[src/verilog/acc_map.vh]
/*
  Register map, field positions, reset values and encodings of the
  comparator control register bank.
  Assumes inclusion by the bank and by the bench; definitions only.
*/
// How it works
// Edge flag sets on falling edge if falling sense set, rising likewise.
// While comparator inactive, output shows the inactive level bit.
// Pin output is inverted when pin invert bit is set.
// Software changes supply select only while comparator enable is clear.
// Supply select decodes 0 analog, 1 digital, 2 first I/O, 4 second I/O.
// Divider bus master disable stops requesting the divider-selected bus.
// Y bus master disable stops requesting Y bus from input selects.
// X bus master disable stops requesting X bus from input selects.
// Software sets accuracy high when scanning fast or oscillating.
// Input range decodes 0 full, 1 above half, 2 below half supply.
// Software writes zero to every reserved bit.
// Interrupt request raised while edge flag and its enable are set.
// Reset loads bias level seven, all else zero; reads return stored fields.
`ifndef ACC_MAP_VH
`define ACC_MAP_VH

// ****************************************************************
// Register offsets
// ****************************************************************
`define ACC_OFF_CTRL      12'h000
`define ACC_OFF_INSEL     12'h004
`define ACC_OFF_STATUS    12'h008
`define ACC_OFF_FLAG      12'h00c
`define ACC_OFF_FLAG_SET  12'h010
`define ACC_OFF_FLAG_CLR  12'h014
`define ACC_OFF_IRQ_EN    12'h018

// ****************************************************************
// Writable masks and reset values
// ****************************************************************
`define ACC_CTRL_MASK     32'hbf3cf70d
`define ACC_CTRL_RESET    32'h07000000
`define ACC_INSEL_MASK    32'h757fffff
`define ACC_INSEL_RESET   32'h00000000

// ****************************************************************
// Control field positions
// ****************************************************************
`define ACC_EN_BIT        0
`define ACC_INACT_BIT     2
`define ACC_INV_BIT       3
`define ACC_XDIS_BIT      8
`define ACC_YDIS_BIT      9
`define ACC_VDIS_BIT      10
`define ACC_PWR_LSB       12
`define ACC_ACC_BIT       15
`define ACC_RANGE_LSB     18
`define ACC_RISE_BIT      20
`define ACC_FALL_BIT      21

// ****************************************************************
// Input select field positions
// ****************************************************************
`define ACC_POS_LSB       0
`define ACC_NEG_LSB       8
`define ACC_VA_LSB        16

// ****************************************************************
// Encodings
// ****************************************************************
`define ACC_PWR_ANALOG    3'h0
`define ACC_PWR_DIGITAL   3'h1
`define ACC_PWR_IO0       3'h2
`define ACC_PWR_IO1       3'h4
`define ACC_RANGE_FULL    2'h0
`define ACC_RANGE_ABOVE   2'h1
`define ACC_RANGE_BELOW   2'h2

`endif

[src/verilog/acc_regs.v]
/*
  Comparator control register bank on AHB-Lite, with edge flag,
  interrupt request, output shaping and shared bus request decode.
  Assumes one AHB-Lite master, word transfers; comparator analog core
  supplies a raw output and an active indication synchronous to hclk.
*/
`timescale 1ns/1ps
`include "acc_map.vh"
module acc_regs (
  input  wire        hclk,            // Bus clock, 50 MHz
  input  wire        hresetn,         // Async reset, active low
  input  wire        hsel,            // Slave select
  input  wire [11:0] haddr,           // Byte address
  input  wire [1:0]  htrans,          // Transfer type
  input  wire        hwrite,          // Write when high
  input  wire [2:0]  hsize,           // Transfer size
  input  wire        hready,          // Bus ready in
  input  wire [31:0] hwdata,          // Write data
  output reg  [31:0] hrdata,          // Read data
  output reg         hreadyout,       // Always ready
  output reg         hresp,           // Always OKAY
  input  wire        cmp_raw,         // Raw comparator output
  input  wire        cmp_active,      // Comparator warmed up and active
  output reg         cmp_out,         // Comparator output to logic
  output reg         pin_out,         // Comparator output to pin
  output reg         irq,             // Interrupt request
  output reg         cmp_enable,      // Enable to analog core
  output reg  [3:0]  supply_onehot,   // Analog, digital, io0, io1
  output reg  [2:0]  range_onehot,    // Full, above half, below half
  output reg         high_accuracy,   // Accuracy mode to core
  output reg  [9:0]  x_bus_req,       // X bus requests
  output reg  [4:0]  y_bus_req,       // Y bus requests
  output reg  [31:0] ctrl_word,       // Control word to analog core
  output reg  [31:0] insel_word       // Input select word to analog core
);

  // ****************************************************************
  // Registers
  // ****************************************************************
  reg [31:0] ctrl_q;
  reg [31:0] insel_q;
  reg        flag_q;
  reg        ien_q;
  reg        prev_q;
  reg        wr_pend_q;
  reg        rd_pend_q;
  reg [11:0] addr_q;
  wire       flag_d;
  wire       edge_evt;
  wire       cmp_val;
  wire       take;
  wire       flag_clr;
  wire       flag_set;
  wire [9:0] x_req_w;
  wire [4:0] y_req_w;
  reg  [31:0] rd_mux;
  wire [31:0] ctrl_cur;
  wire [31:0] insel_cur;
  wire        ien_cur;

  // Forward a write in its data phase, so a read right behind it is not stale
  assign ctrl_cur  = (wr_pend_q && addr_q == `ACC_OFF_CTRL)   ? (hwdata & `ACC_CTRL_MASK)  : ctrl_q;
  assign insel_cur = (wr_pend_q && addr_q == `ACC_OFF_INSEL)  ? (hwdata & `ACC_INSEL_MASK) : insel_q;
  assign ien_cur   = (wr_pend_q && addr_q == `ACC_OFF_IRQ_EN) ? hwdata[0] : ien_q;

  // Address phase accepted
  assign take = hsel & hready & htrans[1];

  // Shown output while inactive is the inactive level
  assign cmp_val = cmp_active ? cmp_raw : ctrl_q[`ACC_INACT_BIT];

  // Edge events gated by the sense bits
  assign edge_evt = (prev_q & ~cmp_val & ctrl_q[`ACC_FALL_BIT]) |
                    (~prev_q & cmp_val & ctrl_q[`ACC_RISE_BIT]);

  assign flag_set = wr_pend_q & (addr_q == `ACC_OFF_FLAG_SET) & hwdata[0];
  assign flag_clr = wr_pend_q & (addr_q == `ACC_OFF_FLAG_CLR) & hwdata[0];
  // Set wins over clear so an edge on the clear cycle is kept
  assign flag_d = edge_evt | flag_set | (flag_q & ~flag_clr);

  // ****************************************************************
  // Bus slave: address phase capture and write data phase
  // ****************************************************************
  always @(posedge hclk or negedge hresetn) begin
    if (!hresetn) begin
      wr_pend_q <= 1'b0;
      rd_pend_q <= 1'b0;
      addr_q    <= 12'h000;
    end else begin
      wr_pend_q <= take & hwrite;
      rd_pend_q <= take & ~hwrite;
      if (take)
        addr_q <= {haddr[11:2], 2'h0};
    end
  end

  // Writable fields; reserved bits stay zero whatever is written
  always @(posedge hclk or negedge hresetn) begin
    if (!hresetn) begin
      ctrl_q  <= `ACC_CTRL_RESET;
      insel_q <= `ACC_INSEL_RESET;
      ien_q   <= 1'b0;
    end else if (wr_pend_q) begin
      if (addr_q == `ACC_OFF_CTRL)
        ctrl_q <= hwdata & `ACC_CTRL_MASK;
      if (addr_q == `ACC_OFF_INSEL)
        insel_q <= hwdata & `ACC_INSEL_MASK;
      if (addr_q == `ACC_OFF_IRQ_EN)
        ien_q <= hwdata[0];
    end
  end

  // Edge tracking and flag
  always @(posedge hclk or negedge hresetn) begin
    if (!hresetn) begin
      prev_q <= 1'b0;
      flag_q <= 1'b0;
    end else begin
      prev_q <= cmp_val;
      flag_q <= flag_d;
    end
  end

  // Read mux on the decoded address phase
  always @* begin
    case ({haddr[11:2], 2'h0})
      `ACC_OFF_CTRL:   rd_mux = ctrl_cur;
      `ACC_OFF_INSEL:  rd_mux = insel_cur;
      `ACC_OFF_STATUS: rd_mux = {30'h0, cmp_val, cmp_active};
      `ACC_OFF_FLAG:   rd_mux = {31'h0, flag_d};
      `ACC_OFF_IRQ_EN: rd_mux = {31'h0, ien_cur};
      default:         rd_mux = 32'h00000000;
    endcase
  end

  acc_bus_req u_req (
    .pos_sel   (insel_q[`ACC_POS_LSB+7:`ACC_POS_LSB]),
    .neg_sel   (insel_q[`ACC_NEG_LSB+7:`ACC_NEG_LSB]),
    .va_sel    (insel_q[`ACC_VA_LSB+5:`ACC_VA_LSB]),
    .x_dis     (ctrl_q[`ACC_XDIS_BIT]),
    .y_dis     (ctrl_q[`ACC_YDIS_BIT]),
    .v_dis     (ctrl_q[`ACC_VDIS_BIT]),
    .x_req     (x_req_w),
    .y_req_bus (y_req_w)
  );

  // ****************************************************************
  // Registered outputs
  // ****************************************************************
  // Read data registered at the address phase so it stands in the data phase
  always @(posedge hclk or negedge hresetn) begin
    if (!hresetn) begin
      hrdata        <= 32'h00000000;
      hreadyout     <= 1'b1;
      hresp         <= 1'b0;
      cmp_out       <= 1'b0;
      pin_out       <= 1'b0;
      irq           <= 1'b0;
      cmp_enable    <= 1'b0;
      supply_onehot <= 4'h1;
      range_onehot  <= 3'h1;
      high_accuracy <= 1'b0;
      x_bus_req     <= 10'h000;
      y_bus_req     <= 5'h00;
      ctrl_word     <= 32'h00000000;
      insel_word    <= 32'h00000000;
    end else begin
      hrdata        <= (take & ~hwrite) ? rd_mux : 32'h00000000;
      hreadyout     <= 1'b1;
      hresp         <= 1'b0;
      cmp_out       <= cmp_val;
      pin_out       <= cmp_val ^ ctrl_q[`ACC_INV_BIT];
      irq           <= flag_d & ien_q;
      cmp_enable    <= ctrl_q[`ACC_EN_BIT];
      case (ctrl_q[`ACC_PWR_LSB+2:`ACC_PWR_LSB])
        `ACC_PWR_ANALOG:  supply_onehot <= 4'h1;
        `ACC_PWR_DIGITAL: supply_onehot <= 4'h2;
        `ACC_PWR_IO0:     supply_onehot <= 4'h4;
        `ACC_PWR_IO1:     supply_onehot <= 4'h8;
        default:          supply_onehot <= 4'h0;
      endcase
      case (ctrl_q[`ACC_RANGE_LSB+1:`ACC_RANGE_LSB])
        `ACC_RANGE_FULL:  range_onehot <= 3'h1;
        `ACC_RANGE_ABOVE: range_onehot <= 3'h2;
        `ACC_RANGE_BELOW: range_onehot <= 3'h4;
        default:          range_onehot <= 3'h0;
      endcase
      high_accuracy <= ctrl_q[`ACC_ACC_BIT];
      x_bus_req     <= x_req_w;
      y_bus_req     <= y_req_w;
      ctrl_word     <= ctrl_q;
      insel_word    <= insel_q;
    end
  end

endmodule

[src/verilog/acc_bus_req.v]
/*
  Shared analog bus request decode for the comparator.
  Assumes input select codes per the register map; purely combinational.
*/
`timescale 1ns/1ps
module acc_bus_req (
  input  wire [7:0] pos_sel,     // Positive input select
  input  wire [7:0] neg_sel,     // Negative input select
  input  wire [5:0] va_sel,      // Divider source select
  input  wire       x_dis,       // X bus master disable
  input  wire       y_dis,       // Y bus master disable
  input  wire       v_dis,       // Divider bus master disable
  output wire [9:0] x_req,       // X bus requests, one per bus 0..4 (even bits)
  output wire [4:0] y_req_bus    // Y bus requests per bus
);

  // ****************************************************************
  // Decode helpers
  // ****************************************************************
  // Bus number 0..4 of an input code, 7 when not a bus channel
  function [2:0] bus_of;
    input [7:0] code;
    begin
      if (code < 8'ha0)
        bus_of = (code < 8'h20) ? 3'h0 : code[7:5];
      else
        bus_of = 3'h7;
    end
  endfunction

  // Is the code a Y-bus channel
  function is_y;
    input [7:0] code;
    begin
      if (code < 8'h20)
        is_y = code[4];
      else if (code[7:5] == 3'h1 || code[7:5] == 3'h3)
        is_y = code[0];
      else
        is_y = ~code[0];
    end
  endfunction

  // Per-bus request: mask the X or Y half by the disable bits
  function [1:0] req_of;
    input [7:0] code;
    input       xd;
    input       yd;
    begin
      req_of = 2'h0;
      if (bus_of(code) != 3'h7) begin
        if (is_y(code))
          req_of = {~yd, 1'b0};
        else
          req_of = {1'b0, ~xd};
      end
    end
  endfunction

  wire [7:0] va_code;
  // Divider codes 0x01..0x1f are bus 2 channel code-1, 0x20..0x3f are bus 1 as is
  assign va_code = (va_sel == 6'h00) ? 8'hff :
                   (va_sel[5] ? {2'h0, va_sel} : ({3'h2, va_sel[4:0]} - 8'h01));

  genvar b;
  generate
    for (b = 0; b < 5; b = b + 1) begin : g_bus
      wire [1:0] rp;
      wire [1:0] rn;
      wire [1:0] rv;
      assign rp = (bus_of(pos_sel) == b) ? req_of(pos_sel, x_dis, y_dis) : 2'h0;
      assign rn = (bus_of(neg_sel) == b) ? req_of(neg_sel, x_dis, y_dis) : 2'h0;
      assign rv = (bus_of(va_code) == b) ? req_of(va_code, v_dis, v_dis) : 2'h0;
      assign x_req[2*b]   = rp[0] | rn[0] | rv[0];
      assign x_req[2*b+1] = 1'b0;
      assign y_req_bus[b] = rp[1] | rn[1] | rv[1];
    end
  endgenerate

endmodule

[config.mk]
export PLATFORM = sky130hd
export DESIGN_NAME = acc_regs
export DESIGN_NICKNAME = d
export VERILOG_FILES = /design/src/verilog/acc_regs.v /design/src/verilog/acc_bus_req.v
export VERILOG_INCLUDE_DIRS = /design/src /design/src/verilog
export SDC_FILE = /design/constraint.sdc
export NUM_CORES = 1
export LEC_CHECK = 0
export ABC_CLOCK_PERIOD_IN_PS = 2340
export BUFFER_PORTS_ARGS = -buffer_cell sky130_fd_sc_hd__buf_4
export CORE_MARGIN = 1.5
export CORE_UTILIZATION = 30
export CTS_BUF_LIST = sky130_fd_sc_hd__clkbuf_2
export CTS_CLUSTER_DIAMETER = 40
export DETAILED_ROUTE_END_ITERATION = 12
export SLEW_MARGIN = 10
export SYNTH_ARGS = -nofsm -noshare
export SYNTH_HDL_FRONTEND = slang
export SYNTH_HIERARCHICAL = 1
export SYNTH_SLANG_ARGS = --single-unit
[constraint.sdc]
create_clock -name hclk -period 2.34 [get_ports hclk]
set_input_delay 0.117 -clock hclk [delete_from_list [all_inputs] [get_ports hclk]]
set_output_delay 0.117 -clock hclk [all_outputs]
set_load 0.02 [all_outputs]
[After elaboration in Yosys (flattened, before gate mapping)]
Cells that the tools add are included.
Word-level totals
  input port bits: 56
  output and inout bits: 125
  register bits after elaboration: 165
Operators by class
  magnitude comparators: 6
  multiplexer cells: 46
  eq/ne operators: 34
  $add $sub $neg: 1
  reduce and logical (&&, ||, !) cells: 17
  bitwise gates (word level): 48
Operators with widths (number)
  $pmux 32 s5: 1
  $mux 32: 2
  $mux 2: 21
  $eq 10x3->1 const B: 4
  $mux 31: 1
  $eq 3x2->1 const B: 10
  $lt 8x6->1 const B: 3
  $lt 8x8->1 const B: 3
  $or 1x1->1: 23
  $eq 3x1->1 const B: 7
  $eq 10x1->1 const B: 2
  $eq 10x2->1 const B: 2
  $mux 3: 6
  $mux 8: 2
  $pmux 4 s4: 1
  $and 1x1->1: 14
  $eq 3x3->1 const B: 4
  $logic_not 12->1: 1
  $logic_not 3->1: 4
  $mux 1: 11
  $logic_not 10->1: 1
  $not 1->1: 10
  $ne 3x3->1 const B: 3
  $pmux 3 s3: 1
  9 further kinds: 15

[Logic depth before layout (Yosys ltp)]
  word-level depth: 12
  mapped depth: 6

[Hierarchy]
Netlist, hierarchy kept.
Modules (own cells, without submodules)
  acc_regs: area each 5814.3 um2, cells an instance 352, instances 1
  acc_bus_req: area each 306.5 um2, cells an instance 48, instances 1

[Worst setup path before layout]
Ideal clock, no wire load.
  path type: register -> register
  start point: register addr_q[5]
  end point: register hrdata[14]
  cell stages (with the launch flop): 6
  data required time: 2219 ps
  data arrival time: 2223 ps
  path buffers: 1
  slack: -4 ps
  setup time: 121 ps
  path through: dfrtp_1 or4b_4 nor4_4 buf_6 mux2_4 a22o_1
On the way
  longest elaborated chain between the ends: 5
  elaborated cells between the ends (all ways): 8
  classes of those cells: eq/ne: 1; mux: 4; reduce/logical: 3
RTL lines
  from (decl): RTL line acc_regs.v:47  | reg [11:0] addr_q;
  from (signal assigned): RTL line acc_regs.v:93  | addr_q <= {haddr[11:2], 2'h0};
  $eq 10x1->1 (no source line) / $logic_not 12->1 (equally long branches)
  $logic_and 1x1->1 (no source line)
  $mux 31 / $mux 32 (equally long branches): RTL line acc_regs.v:63, acc_regs.v:62
  $pmux 32 s5 *: RTL line acc_regs.v:126  | case ({haddr[11:2], 2'h0})
  $mux 32 *: RTL line acc_regs.v:168  | hrdata <= (take & ~hwrite) ? rd_mux : 32'h00000000;
  to (signal assigned): RTL line acc_regs.v:168
  to (decl): RTL line acc_regs.v:19  | output reg [31:0] hrdata,
Every way passes the cells marked *; elsewhere a longest branch is shown, timed or not.
A chain may end at the register's enable or synchronous reset.

[Worst setup path after layout]
  start point: register addr_q[7]
  end point: register hrdata[12]
The elaborated chain is that of the path after synthesis.

==> impl_metrics.yaml <==
yosys:
  yosysSeqAreaShare_pct: 68.4
  synth_top_area_cell: "dfrtp_1"
  syn_area_per_cell_um2: 15.3
  synthTopCellsByArea: "dfrtp_1 66%, mux2_2 6.4%, mux2_4 4.7%, buf_4 3.1%, a22o_1 2.4%"
  ys_warn_count: 6
  synth_ff_type: "dfrtp_1"
  syn_area_mm2: 0.00612
  synth-seq-cells: 167
  synthCells: 400
  synth_edf_count: 0
  yosysTopAreaCellShare_pct: 66.2
  synthArstFlopShare_pct: 100
  ys_types: 58
route:
  drc: 0
  vias_per_cell: 4.46
  drt-pass1-iter-count: 4
  first_iter_violations: 164
  vias: 4117
  drt-total-wl_um: 15200
  wl_per_cell_um: 16.5
  drtAntennaViolNets: 0
cells_and_area:
  fin_util_pct: 42.7
  nets: 698
  stdcell_count: 924
  drive_gt1_share_pct: 42.8
  layout_common_cells: "170 x buf_4, 161 x dfrtp_1, 59 x dlygate4sd3_1"
  final_cell_area_mm2: 0.00859
  area_growth_pct: 40.4
  antenna_cells: 0
  final_common_cell: "buf_4"
timing:
  timing.final.crit_share_pct: 98.0
  rsz0062_at_grt: "no"
  tightest_slew_ns: 0.623
  skew_ns: 0.0432
  timing.final.ws_setup_ns: 0.0463
  max_freq_ghz: 0.436
  slew_violations: 0
  period_minus_slack_ns: 2.29
  max_slew_margin_pct: 57.9
  hold_violations: 0
  setup_violations: 0
  whs_ns: 0.134
  tns_ns: 0
power:
  p_sw_share_pct: 26.9
  seqPwrFrac_pct: 59.1
  pwr-share-comb_pct: 12.0
  p_switching_mw: 1.40
  p_int_mw: 3.82
  clkPwrFrac_pct: 28.9
  leakage_nw: 4.34
  ir_worst_vdd_v: 0.000245
  power_density_mw_per_mm2: 607
  p_total_mw: 5.22
floorplanning:
  core-area_mm2: 0.0201
  die-height_um: 146
  rows: 52
  dieArea_mm2: 0.0213
  die_x_um: 146
  start_util_pct: 30.4
  io_pins: 181
place:
  dp.cells: 827
  port-buffer-count: 155
  place_area_mm2: 0.00763
  hpwl_um: 9690
  dp_worst_setup_slack_ns: 0.0268
  globalplace.congestion: 0.870
grt:
  grt_max_degree: 55
  grt-ovfl-total: 0
  grtUsageTotal_pct: 14.7
  grt_pass1_vias: 4406
  antenna_found_initial: 0
  grt_pass1_wl_um: 23900
clock_tree:
  clkTransAtPathRegs_ns: 0.26
  htreeDepth: 4
  clk_path_buf_depth: 2
  clkSinkCount: 167
  insertion_delay_ns: 0.74
  tritoncts: "yes"
  numCtsBuffers: 17
  root_buffer: "clkbuf_2"
setup_path:
  critPathSlowestCell: "or4b_4"
  reg2reg_to: "hrdata[12]$_DFF_PN0_"
  required_ns: 2.99
  r2r-start: "addr_q[7]$_DFFE_PN0P_"
  cp_cell_sequence: "or4b_4 > nor4_4 > buf_4 > clkbuf_16 > mux2_2 > a22o_1"
  rr_worst_depth: 6
  crit_type: "reg -> reg"
  worstPathArrival_ns: 2.95
  slowest_delay_ns: 0.60
  reg2reg_setup_slack_ns: 0.05
  critPathCaptureType: "flop"
  cp_max_fo: 7
  startpoint_type: "flop"
job:
  cap_violations: 0
hold_path:
  hold_end: "ctrl_q[31]$_DFFE_PN0P_"
  hold_depth: 3
  hold_start: "hwdata[31]"
  hp-class: "in -> reg"
status:
  run_status: "finished, final reports clean"
flip-flops by register name, summed over array words and instances (netlist names):
| register | cells |
|---|---|
| hrdata | 31 |
| insel_q | 28 |
| insel_word | 28 |
| ctrl_q | 21 |
| ctrl_word | 21 |
| addr_q | 10 |
| x_bus_req | 10 |
| y_bus_req | 5 |
| supply_onehot | 4 |
| range_onehot | 3 |
| cmp_out | 1 |
| flag_q | 1 |
| ien_q | 1 |
| irq | 1 |
| pin_out | 1 |
| wr_pend_q | 1 |
cell type report:
type | count | area (µm²)
fill | 1869 | 11500
sequential | 167 | 4190
timing repair buffer | 238 | 2030
multi-input combinational | 212 | 1790
tap | 270 | 338
clock inverter | 12 | 129
clock buffer | 19 | 95.1
inverter | 6 | 22.5
synthesized netlist by cell type (all sizes together), types with 2 or more instances:
master / count
nor4b: 4
nand2b: 9
and2: 12
a211o: 2
inv: 6
nand3: 5
nor4: 6
dfrtp: 162
or4: 4
nor3: 7
a22o: 17
nand3b: 3
o21ai: 2
and3: 3
clkbuf: 3
nor3b: 5
a22oi: 2
or4b: 5
mux2i: 2
buf: 32
nor2b: 4
conb: 3
nand4: 3
dfstp: 5
o31ai: 3
a21oi: 2
nand2: 7
mux2: 56
nor2: 8
power by group through the flow:
| stage | registers, mW | clock network, mW | logic (mW) |
|---|---|---|---|
| floorplan | 3.18 | 0 | 0.187 |
| global placement | 3.13 | 0 | 0.485 |
| detailed placement | 3.14 | 0 | 0.497 |
| CTS | 3.09 | 1.58 | 0.607 |
| global route | 3.10 | 1.70 | 0.679 |
| finish | 3.09 | 1.51 | 0.627 |
cell families after synthesis:
| family | after synthesis | synth area share [%] |
|---|---|---|
| AO/OA/AOI/OAI | 39 | 5.21 |
| XOR/XNOR | 2 | 0.286 |
| buffers and inverters | 41 | 4.42 |
| flip-flops | 167 | 68.4 |
| multiplexers | 58 | 11.8 |
| other | 3 | 0.184 |
| AND/OR/NAND/NOR | 90 | 9.73 |
routing by layer:
layer	share of wire (%)	global-route usage, %
met2	51	24.7
met4	1.9	5.31
met3	4.7	3.86
met1	43	18.3
met5	0	0
timing repair:
action | CTS | global route
pin swaps | 0 | 3
setup endpoints to repair | 3 | 22
endpoints found under the hold margin | 262 | 0
gates cloned | 0 | 2
setup buffers | 0 | 4
hold buffers | 60 | 0
gates resized for setup | 0 | 17
worst max path at each step:
stage                            from                    to  slack [ns]  cells past startpoint
2_1_floorplan   addr_q[5]$_DFFE_PN0P_  hrdata[14]$_DFF_PN0_        0.04                      5
3_3_place_gp    addr_q[5]$_DFFE_PN0P_  hrdata[12]$_DFF_PN0_        0.07                      5
3_5_place_dp    addr_q[5]$_DFFE_PN0P_   hrdata[8]$_DFF_PN0_        0.03                      5
4_1_cts        addr_q[11]$_DFFE_PN0P_  hrdata[20]$_DFF_PN0_      -0.004                      6
5_1_grt         addr_q[7]$_DFFE_PN0P_  hrdata[12]$_DFF_PN0_       0.003                      6
6_report        addr_q[7]$_DFFE_PN0P_  hrdata[12]$_DFF_PN0_        0.05                      6
critical path, delay by kind of cell (launching register included):
| family | cells | cell delay [ns] |
|---|---|---|
| simple gates | 2 | 0.88 |
| mux | 1 | 0.35 |
| flops | 1 | 0.42 |
| compound gates | 1 | 0.23 |
| buf+inv | 2 | 0.36 |
No activity file was read; power rests on OpenSTA's default activity.
